==> config.mk <==
export PLATFORM = sky130hd
export DESIGN_NAME = processor_feature_id
export DESIGN_NICKNAME = d
export VERILOG_FILES = /design/src/inc/feat_id_pkg.sv /design/src/hdl/processor_feature_id.sv /design/src/hdl/feat_value.sv
export SDC_FILE = /design/constraint.sdc
export NUM_CORES = 1
export LEC_CHECK = 0
export BUFFER_PORTS_ARGS = -buffer_cell sky130_fd_sc_hd__buf_4
export CAP_MARGIN = 20
export CORE_MARGIN = 2
export CORE_UTILIZATION = 35
export CTS_BUF_LIST = sky130_fd_sc_hd__clkbuf_2 sky130_fd_sc_hd__clkbuf_4 sky130_fd_sc_hd__clkbuf_8
export CTS_CLUSTER_DIAMETER = 150
export CTS_CLUSTER_SIZE = 30
export DETAILED_ROUTE_END_ITERATION = 10
export PLACE_DENSITY = 0.63
export SLEW_MARGIN = 10
export SYNTH_ARGS = -nofsm -noshare
export SYNTH_HDL_FRONTEND = slang
export SYNTH_HIERARCHICAL = 1
export SYNTH_SLANG_ARGS = --single-unit
==> constraint.sdc <==
create_clock -name clk_sys -period 1.3 [get_ports clk_sys]
set_input_delay 0.065 -clock clk_sys [delete_from_list [all_inputs] [get_ports clk_sys]]
set_output_delay 0.065 -clock clk_sys [all_outputs]
set_load 0.005 [all_outputs]
==> src/inc/feat_id_pkg.sv <==
// Constants and types for the processor feature identification block
`default_nettype none
package feat_id_pkg;
    // =========================================================
    // Encodings
    localparam logic [1:0] SEL_OP0        = 2'h3;
    localparam logic [2:0] SEL_OP1        = 3'h0;
    localparam logic [3:0] SEL_CRN        = 4'h0;
    localparam logic [3:0] SEL_CRM        = 4'h4;
    localparam logic [2:0] SEL_OP2_PFR0   = 3'h0;
    localparam logic [2:0] SEL_OP2_PFR1   = 3'h1;
    localparam logic [5:0] TRAP_CLASS     = 6'h18;
    // =========================================================
    // Field positions (low bit) and values
    localparam int         POS_TIMING     = 48;
    localparam int         POS_ACTMON     = 44;
    localparam int         POS_PARTMON    = 40;
    localparam int         POS_SHYP       = 36;
    localparam int         POS_SVEC       = 32;
    localparam int         POS_RAS        = 28;
    localparam int         POS_CPUIF      = 24;
    localparam int         POS_VEC        = 20;
    localparam int         POS_FLOAT      = 16;
    localparam int         POS_MON        = 12;
    localparam int         POS_HYP        = 8;
    localparam int         POS_KRN        = 4;
    localparam int         POS_USR        = 0;
    localparam logic [3:0] VAL_ONE        = 4'h1;
    localparam logic [3:0] VAL_RAS        = 4'h2;
    localparam logic [3:0] VAL_CPUIF_ON   = 4'h3;
    localparam logic [3:0] VAL_CPUIF_OFF  = 4'h0;
    localparam logic [63:0] PFR1_VALUE    = 64'h0;
    // =========================================================
    // Exception levels
    typedef enum logic [1:0] {
        LVL_USER = 2'h0,
        LVL_KERNEL = 2'h1,
        LVL_HYP = 2'h2,
        LVL_MON = 2'h3
    } level_t;
endpackage
`default_nettype wire

==> src/hdl/processor_feature_id.sv <==
// System-register read port for the processor feature identification words
`default_nettype none
module processor_feature_id (
    // Clock and reset
    input  wire logic        clk_sys,
    input  wire logic        nrst,
    // Strap pin, asynchronous
    input  wire logic        cpu_if_disable_input,
    // Pipeline context
    input  wire logic [1:0]  current_exception_level,
    input  wire logic        hyp_enabled,
    input  wire logic        trap_general_exceptions_bit,
    input  wire logic        trap_id_group3_bit,
    // Read request
    input  wire logic        rd_req,
    input  wire logic [1:0]  rd_op0,
    input  wire logic [2:0]  rd_op1,
    input  wire logic [3:0]  rd_crn,
    input  wire logic [3:0]  rd_crm,
    input  wire logic [2:0]  rd_op2,
    // Answer
    output logic             rd_valid,
    output logic [63:0]      rd_data,
    output logic             rd_hit,
    output logic             rd_trap,
    output logic [1:0]       rd_trap_level,
    output logic [5:0]       rd_trap_class
);
    import feat_id_pkg::*;

    // =========================================================
    // State
    typedef struct packed {
        logic        dis_meta;
        logic        dis_sync;
        logic        valid;
        logic [63:0] data;
        logic        hit;
        logic        trap;
        logic [1:0]  trap_level;
        logic [5:0]  trap_class;
    } state_t;

    state_t st_r;
    state_t st_nxt;
    logic [63:0] pfr0_value;

    feat_value u_value (
        .cpu_if_disable (st_r.dis_sync),
        .value          (pfr0_value)
    );

    // Decodes the shared part of the register encoding
    function automatic logic group_match(input logic [1:0] op0,
                                         input logic [2:0] op1,
                                         input logic [3:0] crn,
                                         input logic [3:0] crm);
        group_match = (op0 == SEL_OP0) && (op1 == SEL_OP1) &&
                      (crn == SEL_CRN) && (crm == SEL_CRM);
    endfunction

    // =========================================================
    // Next state
    always_comb begin
        logic sel0;
        logic sel1;
        level_t lvl;
        sel0 = 1'b0;
        sel1 = 1'b0;
        lvl = level_t'(current_exception_level);
        st_nxt = st_r;
        st_nxt.dis_meta = cpu_if_disable_input;
        st_nxt.dis_sync = st_r.dis_meta;
        st_nxt.valid = rd_req;
        st_nxt.data = '0;
        st_nxt.hit = 1'b0;
        st_nxt.trap = 1'b0;
        st_nxt.trap_level = 2'h0;
        st_nxt.trap_class = 6'h00;
        if (rd_req) begin
            sel0 = group_match(rd_op0, rd_op1, rd_crn, rd_crm)
                   && (rd_op2 == SEL_OP2_PFR0);
            sel1 = group_match(rd_op0, rd_op1, rd_crn, rd_crm)
                   && (rd_op2 == SEL_OP2_PFR1);
        end
        // Nothing here is writable, a read changes no state
        if (sel0 || sel1) begin
            st_nxt.hit = 1'b1;
            unique case (lvl)
                LVL_USER: begin
                    st_nxt.trap = 1'b1;
                    st_nxt.trap_class = TRAP_CLASS;
                    st_nxt.trap_level = (hyp_enabled &&
                        trap_general_exceptions_bit) ? 2'h2 : 2'h1;
                end
                LVL_KERNEL: begin
                    if (hyp_enabled && trap_id_group3_bit) begin
                        st_nxt.trap = 1'b1;
                        st_nxt.trap_class = TRAP_CLASS;
                        st_nxt.trap_level = 2'h2;
                    end else begin
                        st_nxt.data = sel0 ? pfr0_value : PFR1_VALUE;
                    end
                end
                LVL_HYP, LVL_MON: begin
                    st_nxt.data = sel0 ? pfr0_value : PFR1_VALUE;
                end
            endcase
        end
        if (!nrst) begin
            st_nxt = '0;
        end
    end

    always_ff @(posedge clk_sys) begin
        st_r <= st_nxt;
    end

    assign rd_valid      = st_r.valid;
    assign rd_data       = st_r.data;
    assign rd_hit        = st_r.hit;
    assign rd_trap       = st_r.trap;
    assign rd_trap_level = st_r.trap_level;
    assign rd_trap_class = st_r.trap_class;

    // =========================================================
    // Checks
    a_user_traps: assert property (@(posedge clk_sys) disable iff (!nrst)
        rd_req && current_exception_level == 2'h0 &&
        group_match(rd_op0, rd_op1, rd_crn, rd_crm) && rd_op2 == 3'h0
        |=> rd_trap && rd_trap_class == 6'h18 && rd_data == 64'h0)
        else $error("user read did not trap");
    a_kern_trap: assert property (@(posedge clk_sys) disable iff (!nrst)
        rd_req && current_exception_level == 2'h1 && hyp_enabled &&
        trap_id_group3_bit && rd_op2[2:1] == 2'h0 &&
        group_match(rd_op0, rd_op1, rd_crn, rd_crm)
        |=> rd_trap && rd_trap_level == 2'h2)
        else $error("kernel read did not trap to hypervisor");
    a_high_reads: assert property (@(posedge clk_sys) disable iff (!nrst)
        rd_req && current_exception_level[1] && rd_op2 == 3'h0 &&
        group_match(rd_op0, rd_op1, rd_crn, rd_crm)
        |=> !rd_trap && rd_data[51:28] == 24'h111112)
        else $error("high level read wrong");
    a_low_fields: assert property (@(posedge clk_sys) disable iff (!nrst)
        rd_valid && rd_hit && !rd_trap && rd_data != 64'h0
        |-> rd_data[23:0] == 24'h111111)
        else $error("low feature fields wrong");
    a_gic_off: assert property (@(posedge clk_sys) disable iff (!nrst)
        rd_valid && rd_data[51:48] == 4'h1 && $past(st_r.dis_sync)
        |-> rd_data[27:24] == 4'h0)
        else $error("interface field not zero while disabled");
    a_gic_on: assert property (@(posedge clk_sys) disable iff (!nrst)
        rd_valid && rd_data[51:48] == 4'h1 && !$past(st_r.dis_sync)
        |-> rd_data[27:24] == 4'h3)
        else $error("interface field not three while enabled");
    a_miss_quiet: assert property (@(posedge clk_sys) disable iff (!nrst)
        rd_req && rd_crm != 4'h4 |=> !rd_hit && !rd_trap)
        else $error("unmatched encoding answered");
    a_pfr1_zero: assert property (@(posedge clk_sys) disable iff (!nrst)
        rd_req && rd_op2 == 3'h1 && current_exception_level == 2'h3 &&
        group_match(rd_op0, rd_op1, rd_crn, rd_crm)
        |=> rd_hit && rd_data == 64'h0)
        else $error("second register read wrong");

    // =========================================================
    // Field checks on every untrapped register 0 answer
    a_timing_field: assert property (@(posedge clk_sys) disable iff (!nrst)
        rd_valid && rd_hit && !rd_trap && rd_data != 64'h0
        |-> rd_data[51:48] == 4'h1)
        else $error("timing field wrong");

    a_actmon_field: assert property (@(posedge clk_sys) disable iff (!nrst)
        rd_valid && rd_hit && !rd_trap && rd_data != 64'h0
        |-> rd_data[47:44] == 4'h1)
        else $error("activity monitor field wrong");

    a_part_field: assert property (@(posedge clk_sys) disable iff (!nrst)
        rd_valid && rd_hit && !rd_trap && rd_data != 64'h0
        |-> rd_data[43:40] == 4'h1)
        else $error("partitioning field wrong");

    a_secure_hyp: assert property (@(posedge clk_sys) disable iff (!nrst)
        rd_valid && rd_hit && !rd_trap && rd_data != 64'h0
        |-> rd_data[39:36] == 4'h1)
        else $error("secure hypervisor field wrong");

    a_vector_state: assert property (@(posedge clk_sys) disable iff (!nrst)
        rd_valid && rd_hit && !rd_trap && rd_data != 64'h0
        |-> rd_data[35:32] == 4'h1)
        else $error("scalable vector field wrong");

    a_reliab_field: assert property (@(posedge clk_sys) disable iff (!nrst)
        rd_valid && rd_hit && !rd_trap && rd_data != 64'h0
        |-> rd_data[31:28] == 4'h2)
        else $error("reliability field wrong");

    a_vector_unit: assert property (@(posedge clk_sys) disable iff (!nrst)
        rd_valid && rd_hit && !rd_trap && rd_data != 64'h0
        |-> rd_data[23:20] == 4'h1)
        else $error("vector unit field wrong");

    a_float_field: assert property (@(posedge clk_sys) disable iff (!nrst)
        rd_valid && rd_hit && !rd_trap && rd_data != 64'h0
        |-> rd_data[19:16] == 4'h1)
        else $error("floating point field wrong");

    a_mon_level: assert property (@(posedge clk_sys) disable iff (!nrst)
        rd_valid && rd_hit && !rd_trap && rd_data != 64'h0
        |-> rd_data[15:12] == 4'h1)
        else $error("monitor level field wrong");

    a_hyp_level: assert property (@(posedge clk_sys) disable iff (!nrst)
        rd_valid && rd_hit && !rd_trap && rd_data != 64'h0
        |-> rd_data[11:8] == 4'h1)
        else $error("hypervisor level field wrong");

    a_kern_level: assert property (@(posedge clk_sys) disable iff (!nrst)
        rd_valid && rd_hit && !rd_trap && rd_data != 64'h0
        |-> rd_data[7:4] == 4'h1)
        else $error("kernel level field wrong");

    a_user_level: assert property (@(posedge clk_sys) disable iff (!nrst)
        rd_valid && rd_hit && !rd_trap && rd_data != 64'h0
        |-> rd_data[3:0] == 4'h1)
        else $error("user level field wrong");

    // Fields above the timing field carry nothing
    a_upper_zero: assert property (@(posedge clk_sys) disable iff (!nrst)
        rd_valid |-> rd_data[63:52] == 12'h0)
        else $error("upper fields not zero");

    // =========================================================
    // Trap routing
    a_user_to_hyp: assert property (@(posedge clk_sys) disable iff (!nrst)
        rd_req && current_exception_level == 2'h0 && hyp_enabled &&
        trap_general_exceptions_bit && rd_op2[2:1] == 2'h0 &&
        group_match(rd_op0, rd_op1, rd_crn, rd_crm)
        |=> rd_trap && rd_trap_level == 2'h2)
        else $error("user read not sent to hypervisor");

    a_user_to_kern: assert property (@(posedge clk_sys) disable iff (!nrst)
        rd_req && current_exception_level == 2'h0 &&
        !(hyp_enabled && trap_general_exceptions_bit) &&
        rd_op2[2:1] == 2'h0 && group_match(rd_op0, rd_op1, rd_crn, rd_crm)
        |=> rd_trap && rd_trap_level == 2'h1)
        else $error("user read not sent to kernel");

    a_user_no_data: assert property (@(posedge clk_sys) disable iff (!nrst)
        rd_req && current_exception_level == 2'h0
        |=> rd_data == 64'h0)
        else $error("user read leaked data");

    a_kern_returns: assert property (@(posedge clk_sys) disable iff (!nrst)
        rd_req && current_exception_level == 2'h1 &&
        !(hyp_enabled && trap_id_group3_bit) && rd_op2 == 3'h0 &&
        group_match(rd_op0, rd_op1, rd_crn, rd_crm)
        |=> rd_hit && !rd_trap && rd_data[51:48] == 4'h1)
        else $error("kernel read did not return value");

    a_pfr1_kernel: assert property (@(posedge clk_sys) disable iff (!nrst)
        rd_req && current_exception_level == 2'h1 &&
        !(hyp_enabled && trap_id_group3_bit) && rd_op2 == 3'h1 &&
        group_match(rd_op0, rd_op1, rd_crn, rd_crm)
        |=> rd_hit && !rd_trap && rd_data == 64'h0)
        else $error("second register kernel read wrong");

    a_trap_class: assert property (@(posedge clk_sys) disable iff (!nrst)
        rd_trap |-> rd_trap_class == 6'h18 && rd_data == 64'h0)
        else $error("trap class or data wrong");

    a_no_trap_quiet: assert property (@(posedge clk_sys) disable iff (!nrst)
        !rd_trap |-> rd_trap_class == 6'h0 && rd_trap_level == 2'h0)
        else $error("trap fields set without trap");

    // =========================================================
    // Decode
    a_hit_match: assert property (@(posedge clk_sys) disable iff (!nrst)
        rd_req && rd_op2[2:1] == 2'h0 &&
        group_match(rd_op0, rd_op1, rd_crn, rd_crm)
        |=> rd_hit)
        else $error("matching encoding missed");

    a_op2_miss: assert property (@(posedge clk_sys) disable iff (!nrst)
        rd_req && rd_op2[2:1] != 2'h0
        |=> !rd_hit && !rd_trap && rd_data == 64'h0)
        else $error("unused op2 answered");

    a_op0_miss: assert property (@(posedge clk_sys) disable iff (!nrst)
        rd_req && rd_op0 != 2'h3
        |=> !rd_hit && !rd_trap && rd_data == 64'h0)
        else $error("wrong op0 answered");

    a_op1_miss: assert property (@(posedge clk_sys) disable iff (!nrst)
        rd_req && rd_op1 != 3'h0
        |=> !rd_hit && !rd_trap && rd_data == 64'h0)
        else $error("wrong op1 answered");

    a_crn_miss: assert property (@(posedge clk_sys) disable iff (!nrst)
        rd_req && rd_crn != 4'h0
        |=> !rd_hit && !rd_trap && rd_data == 64'h0)
        else $error("wrong crn answered");

    a_hit_valid: assert property (@(posedge clk_sys) disable iff (!nrst)
        rd_hit |-> rd_valid)
        else $error("hit without valid");

    // =========================================================
    // Handshake, reset and strap
    a_answer_next: assert property (@(posedge clk_sys) disable iff (!nrst)
        rd_req |=> rd_valid)
        else $error("request not answered");

    // A read leaves nothing behind for the next cycle
    a_idle_quiet: assert property (@(posedge clk_sys) disable iff (!nrst)
        !rd_req |=> !rd_valid && !rd_hit && !rd_trap && rd_data == 64'h0)
        else $error("answer without request");

    // Not disabled by reset: it checks what reset does
    a_reset_clears: assert property (@(posedge clk_sys)
        !nrst |=> !rd_valid && !rd_hit && !rd_trap && rd_data == 64'h0)
        else $error("reset did not clear the answer");

    // Only the second stage may feed the feature word
    a_strap_sync: assert property (@(posedge clk_sys) disable iff (!nrst)
        $past(nrst) |-> st_r.dis_sync == $past(st_r.dis_meta))
        else $error("strap synchroniser skipped a stage");
endmodule
`default_nettype wire

==> src/hdl/feat_value.sv <==
// Combinational builder of the primary feature word
`default_nettype none
module feat_value
    import feat_id_pkg::*;
(
    // Strap input, already synchronised
    input  wire logic        cpu_if_disable,
    // Feature word
    output logic [63:0]      value
);
    always_comb begin
        value = '0;
        value[POS_TIMING  +: 4] = VAL_ONE;
        value[POS_ACTMON  +: 4] = VAL_ONE;
        value[POS_PARTMON +: 4] = VAL_ONE;
        value[POS_SHYP +: 4] = VAL_ONE;
        value[POS_SVEC +: 4] = VAL_ONE;
        value[POS_RAS  +: 4] = VAL_RAS;
        value[POS_CPUIF +: 4] = cpu_if_disable ? VAL_CPUIF_OFF
                                               : VAL_CPUIF_ON;
        value[POS_VEC  +: 4] = VAL_ONE;
        value[POS_FLOAT +: 4] = VAL_ONE;
        value[POS_MON  +: 4] = VAL_ONE;
        value[POS_HYP  +: 4] = VAL_ONE;
        value[POS_KRN  +: 4] = VAL_ONE;
        value[POS_USR  +: 4] = VAL_ONE;
    end
endmodule
`default_nettype wire

# After elaboration in Yosys (flattened, before gate mapping)
# Index checks and enable logic that the tools add are counted.
# op_classes
eq_ne,6
muxes,10
reduce_logical,14
# ops
operator,n
49-bit two-way mux,2
49-bit case mux with 2 select lines,1
9-bit case mux with 2 select lines,1
10-bit two-way mux,1
9-bit two-way mux,1
1-bit logical AND,7
2-bit == test (second input constant),3
3-bit zero test,2
4-bit by 3-bit == test with 1-bit output (second input constant),1
4-bit zero test,1
2-bit two-way mux,2
3-bit by 1-bit == test with 1-bit output (second input constant),1
2-bit by 1-bit == test with 1-bit output (second input constant),1
2-bit zero test,1
1-bit two-way mux,2
2-bit AND reduction,1
2-bit OR reduction,1
1-bit logical OR,1
# word_totals
reg_bits,62
in_bits,25
output_inout_bits,75
elab_cells,38

# Logic depth before layout (Yosys ltp)
# depth
word_depth,9
depth_mapped,4
depth_no_buf,3

# Cells and area by module
# Netlist, hierarchy kept.
# by_module_without_submodules
mod,instances,cells_per_inst,area_per_inst_um2,seq_area_each_um2
processor_feature_id,1,319,3528.4,1421.4
feat_value,1,66,484.2,0.0

# Worst setup path after synthesis
# No wires, ideal clock.
# synth_timing
path_type,input to register
startpoint,input port rd_crn[2]
endpoint,"register st_r, in the netlist rd_data[0]"
setup_time_ps,88
t_arrival_ps,1072
path_slack_ps,141
path_stages,4
path_buffers,2
path_cell_list,or4_4 -> buf_6 -> clkbuf_8 -> nor4_2
# synth_via
elab_chain_len,8
# synth_lines
element,line,source
from (decl),processor_feature_id.sv:18,"input wire logic [3:0] rd_crn,"
4-bit zero test *,processor_feature_id.sv:59,(crn == SEL_CRN) && (crm == SEL_CRM);
1-bit logical AND *,processor_feature_id.sv:58,group_match = (op0 == SEL_OP0) && (op1 == SEL_OP1) &&
1-bit logical AND *,processor_feature_id.sv:59,
1-bit logical AND,processor_feature_id.sv:82,&& (rd_op2 == SEL_OP2_PFR0);
1-bit two-way mux,processor_feature_id.sv:80,if (rd_req) begin
49-bit two-way mux,"processor_feature_id.sv:102, processor_feature_id.sv:106",
49-bit two-way mux,processor_feature_id.sv:97,if (hyp_enabled && trap_id_group3_bit) begin
49-bit case mux with 2 select lines,processor_feature_id.sv:89,unique case (lvl)
to (signal assigned),processor_feature_id.sv:116,st_r <= st_nxt;
to (decl),processor_feature_id.sv:44,state_t st_r;
# Mark *: on every way between the ends. The rest lies on a longest branch, timed or not.
# A chain may end at the register's enable or synchronous reset.

# Worst setup path after layout
# layout_timing
startpoint,input port rd_req
endpoint,"register st_r, in the netlist rd_valid"
# layout_rtl
element,line,source
from (decl),processor_feature_id.sv:15,"input wire logic rd_req,"
# No word-level cell between the ends.

==> run_results.csv <==
group,metric,value,unit
worst_setup_path,ff2ff_setup_slack,670,ps
floorplanning,die_w,111,µm
worst_setup_path,worst_ep_arrival_time,1410,ps
worst_setup_path,startpoint_type,"input pin",
finish,drive_gt1_share,45.4,%
worst_setup_path,critPathRequiredTime,1540,ps
synth,synth_cells,385,
sta,finClkSkew,1.69,ps
place,port_buffers,95,
sta,maxSlewViolCount,0,
synth,synth_compound_area_share,0.592,%
sta,hold_violations,0,
sta,timing.final.crit_share,90.0,%
clock_tree,clock_sinks,71,
sta,period_minus_slack,1170,ps
hold_path,whs_path_depth,5,
drt,wl_per_cell,11.3,µm
clock_tree,root_buffer,"clkbuf_8",
floorplanning,fp.dieH,111,µm
synth,synth-xor-area-share,0,%
worst_setup_path,crit_fanout,2,
worst_setup_path,end_kind,"register",
synth,yosys_warnings,6,
clock_tree,cts_tree,"built",
finish,fin_nets,445,
clock_tree,clock_path_buffers,2,
synth,synth_top_family_by_area,"simple AND/OR/NAND/NOR gates",
grt,grt_usage,11.0,%
floorplanning,num_io_pins,100,
drt,vias,2246,
drt,drtIter0Drc,41,
finish,area_delta_synth_final,8.64,%
hold_path,holdPathEnd,"rd_trap_level[1]",
synth,synth_edf_count,0,
clock_tree,clk_pin_slew,70,ps
synth,post-synth-top-count-cell,"buf_4",
synth,ys_seq_area_share,35.4,%
clock_tree,clk_latency,350,ps
worst_setup_path,r2r-end,"rd_data[24]",
floorplanning,initial_core_util,35.4,%
drt,antenna_left,0,
synth,avgSynthCellArea,10.4,µm²
finish,antenna_cells,0,
sta,max_freq,855,MHz
place,gp_congestion,0.693,
flow_run,max_cap_viol_count,0,
sta,report.final.setup_viol,0,
worst_setup_path,timing.rr.start,"st_r[75]",
grt,grt_pass1_wl,10.7,mm
grt,grt_pass1_vias,2235,
synth,syn_area,4010,µm²
floorplanning,rows,39,
synth,synth_commonest_cells,"buf_4, dfxtp_1, nand2b_1",
synth,synthSimpleGateAreaFrac,32.9,%
clock_tree,ctsHtreeMaxLevel,3,
floorplanning,die_area,12300,µm²
power_and_ir_drop,ir_drop,0.480,mV
drt,route.detailed.drc,0,
worst_setup_path,crit_type,"in2reg",
grt,grt_overflow,0,
synth,synthDistinctLibCells,24,
synth,synthAdderAreaFrac,0,%
synth,synth-main-ff-cell,"dfxtp_1",
finish,nFillCells,1141,
power_and_ir_drop,power.density,951,nW/µm²
synth,synthArstFlopShare,0,%
grt,antenna_found_initial,0,
grt,grt_max_degree,65,
drt,finalWirelength,6.41,mm
power_and_ir_drop,p_leak,1.75,nW
clock_tree,post_cts_resized,0,
synth,synth_top_area_share,35.4,%
sta,final.setup.tns,0,ps
synth,synth_top_cell_by_area,"dfxtp_1",
sta,rsz0062_at_grt,"false",
drt,viasPerCell,3.95,
synth,synth_mux_area_share,0,%
hold_path,hp-start,"rd_op1[1]",
synth,netlist_top_cells_area,"dfxtp_1, buf_4, nor4_2, nand2b_1, clkbuf_8",
floorplanning,core,11300,µm²
worst_setup_path,ff2ff_path_depth,3,
power_and_ir_drop,total_power,4.15,mW
place,dp_hpwl,4.32,mm
drt,firstDrtPassIters,4,
clock_tree,cts_buffers,9,
hold_path,holdCritPathClass,"in2reg",
status,outcome,"finished, final reports clean",
synth,synth-seq-cells,71,
## state kept, by name, summed over array words and instances (netlist names)
register / count
rd_data: 64
rd_hit: 1
rd_trap_class: 1
rd_trap_level: 2
rd_valid: 1
st_r: 2
## critical path, cell delays in order
cell and delay, ps:
buf_4 110, dlygate4sd3_1 550, and2_1 130, dlygate4sd3_1 550
## cell usage in the layout (no fill, tap or decap), types with 2 or more instances in the layout
cell           netlist  final
buf_4              135    110
dfxtp_1             71     71
conb_1               3     66
nand2b_1            64     64
nor4_2              60     60
clkbuf_8             6     11
dlygate4sd3_1        0      9
nor4_1               6      6
clkinv_2             0      4
and2_1               3      3
buf_12               0      3
nor2_1               2      2
nand2_1              2      2
a21o_1               2      2
nor3_1               2      2
## metal layers
layer  vias up  track usage, %  part of all wire [%]
li1       1149               -                     -
met1      1017            12.6                    43
met2        68            18.1                    48
met3        12            3.72                   5.9
met4         0            6.42                   2.8
met5         -               0                     0
## power breakdown
part	total [mW]	switching (mW)	internal [mW]	leakage, nW
Combinational	0.371	0.208	0.164	1.08
Clock	1.59	0.790	0.805	0.0993
Sequential	2.18	0.00117	2.18	0.572
## worst max path at each step
| stage | start | to | slack (ps) | cells after the start |
|---|---|---|---|---|
| floorplan | rd_crn[2] | rd_data[0] | 140 | 4 |
| global placement | rd_crn[2] | rd_trap_level[0] | 20 | 5 |
| detailed placement | rd_crn[2] | rd_data[36] | 20 | 4 |
| CTS | hyp_enabled | rd_data[36] | 170 | 6 |
| global route | hyp_enabled | rd_data[36] | 50 | 6 |
| finish | rd_req | rd_valid | 130 | 4 |
## cell families (layout without fill, tap and decap cells)
| group | Yosys count | after routing |
|---|---|---|
| other | 3 | 66 |
| buffers and inverters | 162 | 139 |
| flip-flops | 71 | 71 |
| AO/OA/AOI/OAI | 3 | 3 |
| AND/OR/NAND/NOR | 146 | 146 |
## final cells by class
type / count / area (µm²) / share of cell area [%]
clock buffer: 12 / 159 / 3.65
clock inverter: 4 / 20.0 / 0.459
inverter: 1 / 3.75 / 0.0861
multi-input combinational: 215 / 1600 / 36.7
sequential: 71 / 1420 / 32.6
tap: 143 / 179 / 4.10
timing repair buffer: 122 / 976 / 22.4
## through the flow
step                      area, µm²  hold slack (ps)  setup slack, ps  util (%)  instances
after global routing           4360              111             47.3      38.5        568
after floorplan                4250              142              141         -        448
after CTS                      4360             86.2              174      38.5        568
final                          4360              117              130      38.5        568
after global placement         4090              276             22.0      36.1        543
after detailed placement       4090              285             19.6      36.1        543
## repair_timing
action                    CTS  global route
buffers inserted            0             0
hold endpoints to repair    6             0
hold buffers                9             0
No activity file was read; power rests on OpenSTA's default activity.
